[src/alu_pkg.sv]
package alu_pkg;
    // integer unit operations
    typedef enum logic [3:0] {
        OP_ADD = 4'h0, OP_SUB = 4'h1, OP_AND = 4'h2, OP_OR = 4'h3,
        OP_XOR = 4'h4, OP_SHL = 4'h5, OP_LSR = 4'h6, OP_ASR = 4'h7,
        OP_ADC = 4'h8, OP_SBB = 4'h9, OP_PASS = 4'hA
    } alu_op_t;
    // multiply modes
    typedef enum logic [2:0] {
        MUL_SS = 3'h0, MUL_UU = 3'h1, MUL_SU = 3'h2, MUL_US = 3'h3,
        MUL_SLIT = 3'h4, MUL_ULIT = 3'h5, MUL_BYTE = 3'h6
    } mul_mode_t;
    // accumulator operations
    typedef enum logic [2:0] {
        ACC_NOP = 3'h0, ACC_MAC = 3'h1, ACC_MSC = 3'h2, ACC_MPY = 3'h3,
        ACC_ADD = 3'h4, ACC_SUB = 3'h5, ACC_NEG = 3'h6, ACC_CLR = 3'h7
    } acc_op_t;
    // divider states, gray along idle-run-done
    typedef enum logic [1:0] {
        DIV_IDLE = 2'b00, DIV_RUN = 2'b01, DIV_DONE = 2'b11
    } div_state_t;
    // status word bit positions
    localparam int SW_C = 0;
    localparam int SW_Z = 1;
    localparam int SW_OV = 2;
    localparam int SW_N = 3;
    localparam int SW_DC = 8;
    // core control bit positions
    localparam int CC_IF = 0;
    localparam int CC_RND = 1;
    localparam int CC_SATMODE = 4;
    localparam int CC_MEMORY_WRITE_SATURATE_ENABLE = 5;
    localparam int CC_SECOND_ACCUM_SATURATE_ENABLE = 6;
    localparam int CC_FIRST_ACCUM_SATURATE_ENABLE = 7;
    localparam int CC_US_LO = 12;
    // signedness field encodings
    localparam logic [1:0] US_SIGNED = 2'h0;
    localparam logic [1:0] US_UNSIGNED = 2'h1;
    localparam logic [1:0] US_MIXED = 2'h2;
    // divider iterations, one per divisor bit
    localparam logic [4:0] DIV_CYCLES = 5'h10;
    // reset values
    localparam logic [15:0] STATUS_RESET = 16'h0000;
    localparam logic [39:0] ACC_RESET = 40'h00_0000_0000;
    // saturation limits: normal 1.31 and super 9.31
    localparam logic [39:0] SAT_POS_NORM = 40'h00_7FFF_FFFF;
    localparam logic [39:0] SAT_NEG_NORM = 40'hFF_8000_0000;
    localparam logic [39:0] SAT_POS_SUPER = 40'h7F_FFFF_FFFF;
    localparam logic [39:0] SAT_NEG_SUPER = 40'h80_0000_0000;
endpackage : alu_pkg

[src/alu_dsp_core.sv]
module alu_dsp_core
    import alu_pkg::*;
(
    input wire logic CLK, // core clock
    input wire logic SYS_RST, // sync reset, high
    input wire alu_op_t ALU_OP, // integer operation
    input wire logic ALU_EN, // integer op strobe
    input wire logic BYTE_MODE, // byte-sized operation
    input wire logic SRC_MEM, // operand b from data memory
    input wire logic DST_MEM, // result to data memory
    input wire logic [15:0] WREG_A, // working register operand
    input wire logic [15:0] WREG_B, // working register operand b
    input wire logic [15:0] MEM_RDATA, // data memory operand
    input wire logic MUL_EN, // multiply strobe
    input wire mul_mode_t MUL_MODE, // multiply mode
    input wire logic [4:0] MUL_LIT, // unsigned literal
    input wire logic DIV_START, // divide start pulse
    input wire logic DIV_SIGNED, // signed divide
    input wire logic DIV_LONG, // 32-bit dividend
    input wire logic [15:0] DIV_HI, // odd register of pair
    input wire logic [15:0] DIV_LO, // even register of pair
    input wire logic [15:0] DIV_DIVISOR, // any working register
    input wire logic ENG_EN, // engine op strobe
    input wire acc_op_t ENG_OP, // engine operation
    input wire logic ENG_DST_B, // target second accumulator
    input wire logic [5:0] ENG_SHIFT, // signed shift, left positive
    input wire logic [15:0] ENG_X, // x operand
    input wire logic [15:0] ENG_Y, // y operand
    input wire logic ENG_STORE, // round and store accumulator
    input wire logic [15:0] CORE_CONTROL_WORD, // core control bits
    output logic [15:0] PROCESSOR_STATUS_WORD, // status flags
    output logic [15:0] WREG_WDATA, // result to registers
    output logic WREG_WE, // register write strobe
    output logic [1:0] WREG_BE, // register byte lanes
    output logic [15:0] MEM_WDATA, // result to memory
    output logic MEM_WE, // memory write strobe
    output logic [1:0] MEM_BE, // memory byte lanes
    output logic [31:0] MUL_RESULT, // product
    output logic MUL_VALID, // product strobe
    output logic [15:0] WORKING_REG_ZERO, // quotient
    output logic [15:0] WORKING_REG_ONE, // remainder
    output logic DIV_BUSY, // divider running
    output logic DIV_DONE, // results valid pulse
    output logic [39:0] FIRST_ACCUMULATOR, // accumulator a
    output logic [39:0] SECOND_ACCUMULATOR // accumulator b
);
    logic [15:0] status_reg; // status word
    logic [39:0] first_accumulator_reg; // first accumulator
    logic [39:0] second_accumulator_reg; // second accumulator
    logic [15:0] opb; // selected operand b
    logic [16:0] res; // result with carry
    logic [15:0] res16; // result kept
    logic c_f, z_f, n_f, ov_f, dc_f; // new flags
    logic msb_a, msb_b, msb_r; // size-dependent sign bits

    // operand source per addressing mode
    assign opb = SRC_MEM ? MEM_RDATA : WREG_B;

    // sign bit of a byte or word value
    function automatic logic sgn(input logic [15:0] v, input logic byt);
        sgn = byt ? v[7] : v[15];
    endfunction : sgn

    // integer unit
    always_comb begin
        res = 17'h0_0000;
        case (ALU_OP)
            OP_ADD: res = {1'b0, WREG_A} + {1'b0, opb};
            OP_ADC: res = {1'b0, WREG_A} + {1'b0, opb}
                + {16'h0000, status_reg[SW_C]};
            OP_SUB: res = {1'b0, WREG_A} + {1'b0, ~opb} + 17'h0_0001;
            OP_SBB: res = {1'b0, WREG_A} + {1'b0, ~opb}
                + {16'h0000, status_reg[SW_C]};
            OP_AND: res = {1'b0, WREG_A & opb};
            OP_OR: res = {1'b0, WREG_A | opb};
            OP_XOR: res = {1'b0, WREG_A ^ opb};
            OP_SHL: res = BYTE_MODE ? {8'h00, WREG_A[7:0], 1'b0}
                : {WREG_A, 1'b0};
            OP_LSR: res = BYTE_MODE ? {9'h000, 1'b0, WREG_A[7:1]}
                : {1'b0, 1'b0, WREG_A[15:1]};
            OP_ASR: res = BYTE_MODE ? {9'h000, WREG_A[7], WREG_A[7:1]}
                : {1'b0, WREG_A[15], WREG_A[15:1]};
            OP_PASS: res = {1'b0, opb};
            default: res = 17'h0_0000;
        endcase
        res16 = res[15:0];
        msb_a = sgn(WREG_A, BYTE_MODE);
        msb_b = sgn(opb, BYTE_MODE);
        msb_r = sgn(res16, BYTE_MODE);
        // carry out of bit 7 or 15; borrow shows as carry low
        c_f = BYTE_MODE ? (ALU_OP == OP_SHL ? WREG_A[7]
            : (ALU_OP inside {OP_LSR, OP_ASR}) ? WREG_A[0]
            : ({1'b0, WREG_A[7:0]} + {1'b0, (ALU_OP inside {OP_SUB,
              OP_SBB}) ? ~opb[7:0] : opb[7:0]}
              + {8'h00, (ALU_OP == OP_SUB) | ((ALU_OP inside {OP_ADC,
              OP_SBB}) & status_reg[SW_C])}) > 9'h0FF)
            : ((ALU_OP inside {OP_LSR, OP_ASR}) ? WREG_A[0] : res[16]);
        // digit carry from bit 3 (byte) or bit 7 (word)
        dc_f = BYTE_MODE ? (res16[4] ^ WREG_A[4]
            ^ ((ALU_OP inside {OP_SUB, OP_SBB}) ? ~opb[4] : opb[4]))
            : (res16[8] ^ WREG_A[8]
            ^ ((ALU_OP inside {OP_SUB, OP_SBB}) ? ~opb[8] : opb[8]));
        z_f = BYTE_MODE ? (res16[7:0] == 8'h00) : (res16 == 16'h0000);
        n_f = msb_r;
        ov_f = (ALU_OP inside {OP_ADD, OP_ADC})
            ? (msb_a == msb_b) & (msb_r != msb_a)
            : (ALU_OP inside {OP_SUB, OP_SBB})
            ? (msb_a != msb_b) & (msb_r != msb_a)
            : (ALU_OP inside {OP_SHL}) ? (msb_r != msb_a) : 1'b0;
    end

    // status flag updates per operation class
    always_ff @(posedge CLK) begin
        if (SYS_RST) begin
            status_reg <= STATUS_RESET;
        end else if (ALU_EN) begin
            status_reg[SW_N] <= n_f;
            status_reg[SW_Z] <= z_f;
            // logic ops leave carry, overflow, digit carry alone
            if (!(ALU_OP inside {OP_AND, OP_OR, OP_XOR, OP_PASS})) begin
                status_reg[SW_C] <= c_f;
                status_reg[SW_OV] <= ov_f;
            end
            if (ALU_OP inside {OP_ADD, OP_ADC, OP_SUB, OP_SBB}) begin
                status_reg[SW_DC] <= dc_f;
            end
        end
    end

    // write-back to register or memory with byte lanes
    always_ff @(posedge CLK) begin
        if (SYS_RST) begin
            WREG_WDATA <= 16'h0000;
            WREG_WE <= 1'b0;
            WREG_BE <= 2'h0;
            MEM_WE <= 1'b0;
            MEM_BE <= 2'h0;
        end else begin
            WREG_WE <= ALU_EN & ~DST_MEM;
            MEM_WE <= ALU_EN & DST_MEM;
            WREG_BE <= BYTE_MODE ? 2'h1 : 2'h3;
            MEM_BE <= BYTE_MODE ? 2'h1 : 2'h3;
            if (ALU_EN) WREG_WDATA <= res16;
        end
    end

    // general multiply: operands widened to 17 bits by mode
    logic [16:0] ma, mb; // 17-bit operands
    logic signed [33:0] prod; // signed 17x17 product
    always_comb begin
        ma = {1'b0, WREG_A};
        mb = {1'b0, opb};
        case (MUL_MODE)
            MUL_SS: {ma, mb} = {WREG_A[15], WREG_A, opb[15], opb};
            MUL_UU: {ma, mb} = {1'b0, WREG_A, 1'b0, opb};
            MUL_SU: {ma, mb} = {WREG_A[15], WREG_A, 1'b0, opb};
            MUL_US: {ma, mb} = {1'b0, WREG_A, opb[15], opb};
            MUL_SLIT: {ma, mb} = {WREG_A[15], WREG_A, 12'h000, MUL_LIT};
            MUL_ULIT: {ma, mb} = {1'b0, WREG_A, 12'h000, MUL_LIT};
            MUL_BYTE: {ma, mb} = {9'h000, WREG_A[7:0], 9'h000, opb[7:0]};
            default: {ma, mb} = {1'b0, WREG_A, 1'b0, opb};
        endcase
    end
    assign prod = $signed(ma) * $signed(mb);

    // product register
    always_ff @(posedge CLK) begin
        if (SYS_RST) begin
            MUL_RESULT <= 32'h0000_0000;
            MUL_VALID <= 1'b0;
        end else begin
            MUL_VALID <= MUL_EN;
            if (MUL_EN) MUL_RESULT <= prod[31:0];
        end
    end

    // divider: even pair, high register holds upper half
    iter_divider u_div (
        .CLK(CLK),
        .SYS_RST(SYS_RST),
        .START(DIV_START),
        .SIGNED_DIV(DIV_SIGNED),
        .LONG_DIV(DIV_LONG),
        .DIVIDEND({DIV_HI, DIV_LO}),
        .DIVISOR(DIV_DIVISOR),
        .BUSY(DIV_BUSY),
        .DONE(DIV_DONE),
        .QUOTIENT(WORKING_REG_ZERO),
        .REMAINDER(WORKING_REG_ONE)
    );

    // engine multiply per signedness and format
    logic [1:0] us_f; // signedness field
    logic [16:0] ex, ey; // engine operands
    logic signed [33:0] eprod; // engine product
    logic [39:0] eprod40; // product aligned into accumulator
    assign us_f = CORE_CONTROL_WORD[CC_US_LO +: 2];
    always_comb begin
        ex = {ENG_X[15], ENG_X};
        ey = {ENG_Y[15], ENG_Y};
        if (us_f == US_UNSIGNED) begin
            ex = {1'b0, ENG_X};
            ey = {1'b0, ENG_Y};
        end else if (us_f == US_MIXED) begin
            ey = {1'b0, ENG_Y}; // y taken unsigned
        end
    end
    assign eprod = $signed(ex) * $signed(ey);
    // fractional mode shifts left one
    assign eprod40 = CORE_CONTROL_WORD[CC_IF] ? {{6{eprod[33]}}, eprod}
        : {{5{eprod[33]}}, eprod, 1'b0};

    // saturation against the selected limit
    function automatic logic [39:0] sat40(input logic [40:0] v,
                                          input logic en,
                                          input logic super_m);
        logic [40:0] pl, nl;
        pl = super_m ? {1'b0, SAT_POS_SUPER} : {1'b0, SAT_POS_NORM};
        nl = super_m ? {1'b1, SAT_NEG_SUPER} : {1'b1, SAT_NEG_NORM};
        if (!en) sat40 = v[39:0];
        else if (!v[40] && v > pl) sat40 = pl[39:0];
        else if (v[40] && $signed(v) < $signed(nl)) sat40 = nl[39:0];
        else sat40 = v[39:0];
    endfunction : sat40

    // barrel shifter and adder for the target accumulator
    logic [39:0] acc_t, acc_o, shv; // target, other, shifted other
    logic [40:0] sum; // 41-bit adder output
    assign acc_t = ENG_DST_B ? second_accumulator_reg : first_accumulator_reg;
    assign acc_o = ENG_DST_B ? first_accumulator_reg : second_accumulator_reg;
    assign shv = ENG_SHIFT[5] ? 40'($signed(acc_o) >>> 6'(-ENG_SHIFT))
        : (acc_o << ENG_SHIFT);
    always_comb begin
        case (ENG_OP)
            ACC_MAC: sum = {acc_t[39], acc_t} + {eprod40[39], eprod40};
            ACC_MSC: sum = {acc_t[39], acc_t} - {eprod40[39], eprod40};
            ACC_MPY: sum = {eprod40[39], eprod40};
            ACC_ADD: sum = {acc_t[39], acc_t} + {shv[39], shv};
            ACC_SUB: sum = {acc_t[39], acc_t} - {shv[39], shv};
            ACC_NEG: sum = 41'h000_0000_0000 - {acc_t[39], acc_t};
            ACC_CLR: sum = 41'h000_0000_0000;
            default: sum = {acc_t[39], acc_t};
        endcase
    end

    // accumulator update with per-target saturation enable
    always_ff @(posedge CLK) begin
        if (SYS_RST) begin
            first_accumulator_reg <= ACC_RESET;
            second_accumulator_reg <= ACC_RESET;
        end else if (ENG_EN && ENG_OP != ACC_NOP) begin
            if (ENG_DST_B)
                second_accumulator_reg <= sat40(sum, CORE_CONTROL_WORD[CC_SECOND_ACCUM_SATURATE_ENABLE],
                    CORE_CONTROL_WORD[CC_SATMODE]);
            else
                first_accumulator_reg <= sat40(sum, CORE_CONTROL_WORD[CC_FIRST_ACCUM_SATURATE_ENABLE],
                    CORE_CONTROL_WORD[CC_SATMODE]);
        end
    end

    // rounded store of accumulator high word to memory
    logic [39:0] rnd; // rounded accumulator
    logic [15:0] stw; // saturated store word
    always_comb begin
        // conventional adds half; convergent ties round to even
        if (CORE_CONTROL_WORD[CC_RND] || acc_t[15:0] != 16'h8000)
            rnd = acc_t + 40'h00_0000_8000;
        else
            rnd = acc_t + {23'h00_0000, acc_t[16], 16'h0000};
        if (CORE_CONTROL_WORD[CC_MEMORY_WRITE_SATURATE_ENABLE] && rnd[39:31] != {9{rnd[39]}})
            stw = rnd[39] ? 16'h8000 : 16'h7FFF;
        else
            stw = rnd[31:16];
    end
    always_ff @(posedge CLK) begin
        if (SYS_RST) MEM_WDATA <= 16'h0000;
        else if (ENG_STORE) MEM_WDATA <= stw;
        else if (ALU_EN && DST_MEM) MEM_WDATA <= res16;
    end

    assign PROCESSOR_STATUS_WORD = status_reg;
    assign FIRST_ACCUMULATOR = first_accumulator_reg;
    assign SECOND_ACCUMULATOR = second_accumulator_reg;
endmodule : alu_dsp_core

[src/iter_divider.sv]
module iter_divider
    import alu_pkg::*;
(
    input wire logic CLK, // core clock
    input wire logic SYS_RST, // sync reset, high
    input wire logic START, // one-cycle start pulse
    input wire logic SIGNED_DIV, // signed operands
    input wire logic LONG_DIV, // 32-bit dividend
    input wire logic [31:0] DIVIDEND, // dividend word pair
    input wire logic [15:0] DIVISOR, // divisor
    output logic BUSY, // division running
    output logic DONE, // one-cycle result pulse
    output logic [15:0] QUOTIENT, // quotient
    output logic [15:0] REMAINDER // remainder
);
    div_state_t state_reg; // sequencer state
    logic [4:0] count_reg; // iterations left
    logic [31:0] rq_reg; // quotient bits shifted in
    logic [16:0] rem_reg; // partial remainder
    logic [15:0] dvs_reg; // divisor magnitude
    logic qneg_reg; // negate quotient at end
    logic rneg_reg; // negate remainder at end
    logic [31:0] dmag; // dividend magnitude
    logic [16:0] trial; // trial subtract
    logic [16:0] shifted; // remainder shifted left

    // magnitude of dividend, sign-extending the short form for signed divides, zero-extending it otherwise
    always_comb begin
        logic [31:0] ext;
        ext = LONG_DIV ? DIVIDEND
            : {{16{SIGNED_DIV & DIVIDEND[15]}}, DIVIDEND[15:0]};
        dmag = (SIGNED_DIV && ext[31]) ? 32'(-ext) : ext;
    end

    // restoring step on the top bits
    assign shifted = {rem_reg[15:0], rq_reg[31]};
    assign trial = shifted - {1'b0, dvs_reg};

    // sequencer: sixteen steps regardless of dividend length
    always_ff @(posedge CLK) begin
        if (SYS_RST) begin
            state_reg <= DIV_IDLE;
            count_reg <= 5'h00;
        end else begin
            case (state_reg)
                DIV_IDLE: begin
                    if (START) begin
                        state_reg <= DIV_RUN;
                        count_reg <= DIV_CYCLES;
                    end
                end
                DIV_RUN: begin
                    count_reg <= count_reg - 5'h01;
                    if (count_reg == 5'h01) state_reg <= DIV_DONE;
                end
                DIV_DONE: state_reg <= DIV_IDLE;
                default: state_reg <= DIV_IDLE;
            endcase
        end
    end

    // datapath: load, then one quotient bit per cycle
    always_ff @(posedge CLK) begin
        if (SYS_RST) begin
            rq_reg <= 32'h0000_0000;
            rem_reg <= 17'h0_0000;
            dvs_reg <= 16'h0000;
            qneg_reg <= 1'b0;
            rneg_reg <= 1'b0;
        end else if (state_reg == DIV_IDLE && START) begin
            // upper half seeds the remainder, lower half gets shifted
            rem_reg <= {1'b0, dmag[31:16]};
            rq_reg <= {dmag[15:0], 16'h0000};
            dvs_reg <= (SIGNED_DIV && DIVISOR[15]) ? 16'(-DIVISOR) : DIVISOR;
            qneg_reg <= SIGNED_DIV & (DIVIDEND[LONG_DIV ? 31 : 15]
                ^ DIVISOR[15]);
            rneg_reg <= SIGNED_DIV & DIVIDEND[LONG_DIV ? 31 : 15];
        end else if (state_reg == DIV_RUN) begin
            if (!trial[16]) begin
                rem_reg <= trial;
                rq_reg <= {rq_reg[30:0], 1'b1};
            end else begin
                rem_reg <= shifted;
                rq_reg <= {rq_reg[30:0], 1'b0};
            end
        end
    end

    // results registered on completion
    always_ff @(posedge CLK) begin
        if (SYS_RST) begin
            QUOTIENT <= 16'h0000;
            REMAINDER <= 16'h0000;
        end else if (state_reg == DIV_RUN && count_reg == 5'h01) begin
            QUOTIENT <= qneg_reg ? 16'(-(trial[16] ? {rq_reg[14:0], 1'b0}
                : {rq_reg[14:0], 1'b1}))
                : (trial[16] ? {rq_reg[14:0], 1'b0} : {rq_reg[14:0], 1'b1});
            REMAINDER <= rneg_reg ? 16'(-(trial[16] ? shifted[15:0]
                : trial[15:0])) : (trial[16] ? shifted[15:0] : trial[15:0]);
        end
    end

    assign BUSY = (state_reg == DIV_RUN);
    assign DONE = (state_reg == DIV_DONE);
endmodule : iter_divider

[config.mk]
export PLATFORM = sky130hd
export DESIGN_NAME = alu_dsp_core
export DESIGN_NICKNAME = d
export VERILOG_FILES = /design/src/alu_pkg.sv /design/src/alu_dsp_core.sv /design/src/iter_divider.sv
export SDC_FILE = /design/constraint.sdc
export NUM_CORES = 2
export LEC_CHECK = 0
export BUFFER_PORTS_ARGS = -buffer_cell sky130_fd_sc_hd__buf_4
export CAP_MARGIN = 20
export CORE_MARGIN = 3
export CORE_UTILIZATION = 45
export CTS_CLUSTER_DIAMETER = 30
export DETAILED_ROUTE_END_ITERATION = 12
export HOLD_SLACK_MARGIN = 0.12
export PLACE_DENSITY_LB_ADDON = 0.2
export SYNTH_ARGS = -nofsm -noshare
export SYNTH_HDL_FRONTEND = slang
export SYNTH_SLANG_ARGS = --single-unit
[constraint.sdc]
create_clock -name CLK -period 16.5 [get_ports CLK]
set_clock_uncertainty 0.15 [all_clocks]
set_input_delay 0.825 -clock CLK [delete_from_list [all_inputs] [get_ports CLK]]
set_output_delay 0.825 -clock CLK [all_outputs]
set_load 0.02 [all_outputs]
Yosys cells after proc, flatten, opt, wreduce, memory -nomap -nowiden
Cells that the tools add are included.
- output and inout port bits: 201
- bits in registers: 259
- word-level logic and storage cells: 209
- bits of input ports: 178
- $mul: 2
- mux-type cells: 64
- eq/ne operators: 34
- reduce and logical (&&, ||, !) cells: 36
- bitwise gates (word level): 24
- $add $sub $neg: 21
- shifts and indexed selects: 2
- $lt $le $gt $ge: 4
- operators with widths (operator ; number):
    $mux W40 ; 8
    $pmux W41 S7 ; 1
    $mux W16 ; 13
    $pmux W17 S11 ; 1
    $mux W32 ; 4
    $mux W39 ; 2
    $mux W17 ; 4
    $pmux W17 S3 ; 1
    $neg A16 Y16 ; 3
    $add A40 B35 Y41 ; 1
    $add A40 B40 Y41 ; 1
    $gt A41 B39 Y1 ; 1
    $lt A41 B40 Y1 ; 1
    $sub A1 B40 Y41 const A ; 1
    $sub A40 B35 Y41 ; 1
    $sub A40 B40 Y41 ; 1
    $add A40 B16 Y40 const B ; 1
    $add A40 B17 Y40 ; 1
    $shl A40 B6 Y40 ; 1
    $sshr A40 B6 Y40 ; 1
    $add A16 B16 Y17 ; 2
    $add A17 B1 Y17 ; 2
    $mul A17 B17 Y34 ; 1
    $mux W34 ; 1
    58 further kinds ; 133

Logic depth before layout (Yosys ltp)
- depth after elaboration: 12
- depth in mapped cells: 62
- mapped depth without buffers: 58

By module
Synthesis repeated with hierarchy kept, for this count alone.
- cells, all modules: 7023
- area total of the unflattened synthesis: 56544.2 µm²
- modules (own cells, without submodules) (module ; times used ; area each (µm²) ; cells an instance):
    alu_dsp_core ; 1 ; 49366.1 ; 6081
    iter_divider ; 1 ; 7178.1 ; 942

Worst setup path after synthesis
No wires, ideal clock.
- kind: input to register
- start point: input ENG_Y[7]
- end point: register first_accumulator_reg[31], in the netlist FIRST_ACCUMULATOR[31]
- arrival time: 12.730 ns
- slack: 3.503 ns
- stages: 55
- setup time: 0.117 ns
- cells stage by stage: clkbuf_1 > clkbuf_1 > nand2_1 > fa_1 > inv_1 > fa_1 > inv_1 > fa_1 > fa_1 > inv_1 > fa_1 > fa_1 > ha_1 > clkbuf_1 > a21o_1 > nor3_1 > a221o_1 > nor2_1 > [... 19 more ...] > xnor2_1 > a221oi_1 > nor2_1 > ha_1 > nand4b_1 > nor2_1 > nand4_1 > nor3b_1 > nand4_1 > nor3_1 > nand4b_1 > nor4_1 > nand4b_1 > a21oi_1 > nor4_1 > o21ai_0 > o21ai_0 > a22o_1
- word-level cells in the longest chain between the ends: 11
- elaborated cells between the ends (all ways): 15
- those cells by class: add/sub (2); mul (1); order compare (2); mux (7); reduce/logical (3)
- ends and longest elaborated chain (item ; RTL line ; text):
    from (decl) ; alu_dsp_core.sv:28 ; input wire logic [15:0] ENG_Y,
    $mux W17 ; alu_dsp_core.sv:204 ; end else if (us_f == US_MIXED) begin
    $mux W17 (*) ; alu_dsp_core.sv:201 ; if (us_f == US_UNSIGNED) begin
    $mul A17 B17 Y34 (*) ; alu_dsp_core.sv:208 ; assign eprod = $signed(ex) * $signed(ey);
    $mux W34 ; alu_dsp_core.sv:210 ; assign eprod40 = CORE_CONTROL_WORD[CC_IF] ? {{6{eprod[33]}}, eprod}
    $sub A40 B35 Y41 or $add A40 B35 Y41 (tied branches) ; alu_dsp_core.sv:236, alu_dsp_core.sv:235 ;
    $pmux W41 S7 (*) ; alu_dsp_core.sv:234 ; case (ENG_OP)
    $lt A41 B40 Y1 ; alu_dsp_core.sv:222 ; else if (v[40] && $signed(v) < $signed(nl)) sat40 = nl[39:0];
    $logic_and A1 B1 Y1 ; alu_dsp_core.sv:222 ;
    $mux W40 ; alu_dsp_core.sv:222 ;
    $mux W40 ; alu_dsp_core.sv:221 ; else if (!v[40] && v > pl) sat40 = pl[39:0];
    $mux W40 (*) ; alu_dsp_core.sv:220 ; if (!en) sat40 = v[39:0];
    to (signal assigned) ; alu_dsp_core.sv:256 ; first_accumulator_reg <= sat40(sum, CORE_CONTROL_WORD[CC_FIRST_ACCUM_SATURATE_ENABLE],
    to (decl) ; alu_dsp_core.sv:48 ; logic [39:0] first_accumulator_reg;
Mark *: on every way between the ends. The rest lies on a longest branch, timed or not.
A chain may end at the register's enable or synchronous reset.

Worst setup path after layout
- start point: input CORE_CONTROL_WORD[12]
- end point: register first_accumulator_reg[12], in the netlist FIRST_ACCUMULATOR[12]
- word-level cells in the longest chain between the ends: 12
- elaborated cells between the ends (all ways): 18
- those cells by class: add/sub (2); mul (1); order compare (2); eq/ne (2); mux (8); reduce/logical (3)
- ends and longest elaborated chain (item ; RTL line ; text):
    from (decl) ; alu_dsp_core.sv:30 ; input wire logic [15:0] CORE_CONTROL_WORD,
    $eq A2 B2 Y1 ; alu_dsp_core.sv:204 ;
    $mux W17 ; alu_dsp_core.sv:204 ;
    $mux W17 ; alu_dsp_core.sv:201 ;
    $mul A17 B17 Y34 (*) ; alu_dsp_core.sv:208 ;
    $mux W34 ; alu_dsp_core.sv:210 ;
    $sub A40 B35 Y41 or $add A40 B35 Y41 (tied branches) ; alu_dsp_core.sv:236, alu_dsp_core.sv:235 ;
    $pmux W41 S7 (*) ; alu_dsp_core.sv:234 ;
    $lt A41 B40 Y1 ; alu_dsp_core.sv:222 ;
    $logic_and A1 B1 Y1 ; alu_dsp_core.sv:222 ;
    $mux W40 ; alu_dsp_core.sv:222 ;
    $mux W40 ; alu_dsp_core.sv:221 ;
    $mux W40 (*) ; alu_dsp_core.sv:220 ;
Marks and branches as above.

==> impl_metrics.ini <==
[global_routing]
grt_pass1_vias = 52771
grt_overflow = 0
grt_max_degree = 109
antenna_found_initial = 5
grt_use_total_pct = 32.29
grt_pass1_wl_um = 321500

[setup_path]
cpMostUsedCell = fa_1
critPathKind = input port to register
cp_data_required_time_ns = 16.82
cp_max_fo = 18
cp-end-kind = register
cp_data_arrival_time_ns = 14.85
cp_slowest_stage_delay_ns = 0.56
cp_slowest_cell = fa_1
start_kind = input port

[finish]
finish.instance_area_sq_um = 61680
layout.nets = 8099
syn_to_final_growth_pct = 11.20
drive_above_1_share_pct = 13.00
fillCellCount = 11949

[place]
globalplace.congestion = 1.004
portBuffers = 359
post-place-ws_ns = 1.483
placed_cell_area_sq_um = 59360
dpl.hpwl_um = 164700

[sta]
grt_setup_unrepaired = false
report.final.slew_viol_count = 0
min_period_ns = 14.53
hold_viol = 0
fin_ws_ns = 1.970
period_share_pct = 88.06
max_freq_mhz = 68.82
slew_headroom_pct = 20.57
setup_total_negative_slack_ns = 0
finalSetupViolCount = 0
worst_pin_slew_ns = 1.176

[synth]
yosys_warnings = 0
synth_edf_count = 0
synth_top_area_share_pct = 21.08
synth_top_cell_by_area = fa_1
synthFlopType = dfxtp_1
avgSynthCellArea_sq_um = 8.035
ys_seq_elements = 259
synth_area_sq_um = 55470
synth_top_cells_by_area = fa_1, dfxtp_1, ha_1, mux4_2, nand2_1
async_flop_share_pct = 0
synthCells = 6903
yosysSeqAreaShare_pct = 9.348
synth_cell_types = 114

[run_status]
status = completed

[clocking]
cts_sinks = 259
clk_latency_ns = 0.67
path_clk_slew_ns = 0.05
cts-root-buf = clkbuf_16
cts_resized = 0
clk_path_buf_depth = 3
cts_setup_buffers = 0
h-tree-depth = 2
cts_hold_buf = 0
cts_buffers = 61
cts_tree = built

[routing]
dr.pass1.iters = 8
detail-route-antenna-nets = 0
drt_iter0_drc = 4957
vias_per_cell = 6.137
post-route-drc-count = 0
vias = 53415
wl_per_cell_um = 23.88
routed_wl_um = 207900

[floorplanning]
dieWidth_um = 357.1
fp.dieH_um = 357.1
rows = 128
core_area_sq_um = 122000
die_area_sq_um = 127500
boundaryPins = 379
initial_core_util_pct = 45.45

[job]
maxCapViolCount = 0

[min_path]
hold_class = register to register
==> cells in the final DEF (no fill, tap or decap), drive strengths merged, types with 210 or more instances in the layout <==
master / synthesis / routed
a21oi: 372 / 372
and2: 213 / 213
buf: 116 / 496
dfxtp: 259 / 259
fa: 584 / 584
ha: 310 / 310
inv: 776 / 776
mux2i: 210 / 210
nand2: 796 / 796
nor2: 622 / 622
o21ai: 284 / 284
xnor2: 217 / 217
==> metal layers <==
layer  track usage [%]  wire length [um]  vias up
met5                 0                65        -
met4             11.60              8481        8
met3             6.970             18310      452
met2             51.95             95500     2336
met1             42.81             85510    26534
li1                  -                 -    24085
==> through the flow <==
step | hold WS (ns) | std cells | util (%)
after global placement | 0.2906 | 8580 | 48.64
after CTS | 0.2504 | 8695 | 50.46
after floorplan | 0.2819 | 6913 | -
final | 0.2832 | 8704 | 50.54
after global routing | 0.2728 | 8703 | 50.54
after detailed placement | 0.2977 | 8581 | 48.64
==> synthesized netlist by cell type (15+ instances only) <==
cell,count
a211o_1,21
a211oi_1,133
a21boi_0,15
a21o_1,58
a21oi_1,371
a221oi_1,57
a22oi_1,36
a311oi_1,46
a31oi_1,45
and2_1,213
and3_1,42
buf_1,37
buf_2,34
buf_4,30
clkbuf_1,329
dfxtp_1,259
fa_1,584
ha_1,310
inv_1,771
mux2_2,65
mux2i_1,210
mux4_2,160
nand2_1,796
nand2b_1,48
nand3_1,108
nand4_1,25
nor2_1,621
nor2b_1,50
nor3_1,178
nor3b_1,22
nor4_1,40
o211ai_1,60
o21a_1,35
o21ai_0,271
o21bai_1,22
o22ai_1,52
o31ai_1,32
or2_2,25
or3_1,43
xnor2_1,216
xor2_1,100
==> cell families (layout without fill, tap and decap cells) <==
family,Yosys count,count (layout),synth area share (%)
buffers and inverters,1231,1396,8.820
multiplexers,438,438,11.67
flip-flops,259,259,9.348
other,1,12,0.006761
XOR/XNOR,318,318,5.069
AO/OA/AOI/OAI,1457,1457,17.48
AND/OR/NAND/NOR,2305,2305,19.54
adder cells (fa/ha/maj),894,894,28.07
==> worst max-delay path, delay by kind of cell <==
| kind | cells | cell delay, ns |
|---|---|---|
| fa+ha+maj | 9 | 4.35 |
| simple gates | 24 | 5.21 |
| buf+inv | 7 | 0.92 |
| mux | 1 | 0.17 |
| xor+xnor | 3 | 0.47 |
| compound gates | 13 | 2.85 |
==> worst paths after layout <==
check | start | to | slack, ns | cells after the start
worst max-delay path | CORE_CONTROL_WORD[12] | FIRST_ACCUMULATOR[12]$_SDFFE_PP0P_ | 1.97 | 57
worst min register to register | u_div.rq_reg[14]$_SDFFE_PP0P_ | u_div.rq_reg[15]$_SDFFE_PP0P_ | 0.28 | 2
worst min-delay path | u_div.rq_reg[14]$_SDFFE_PP0P_ | u_div.rq_reg[15]$_SDFFE_PP0P_ | 0.28 | 2
worst max register to register | SECOND_ACCUMULATOR[38]$_SDFFE_PP0P_ | FIRST_ACCUMULATOR[12]$_SDFFE_PP0P_ | 3.99 | 45
==> area by class of cell <==
type	instances	area, sq um	area share [%]
Multi-Input combinational cell	5423	45480	73.74
Sequential cell	259	5185	8.407
Timing Repair Buffer	496	3812	6.181
Inverter	786	2950	4.783
Tap cell	1625	2033	3.296
Clock buffer	74	1655	2.684
Clock inverter	40	559.3	0.9068
Antenna cell	1	2.502	0.004057
Power is left out: the tool's default activity adds up to more than one toggle a clock period on the data nets, which glitch-free logic cannot reach.
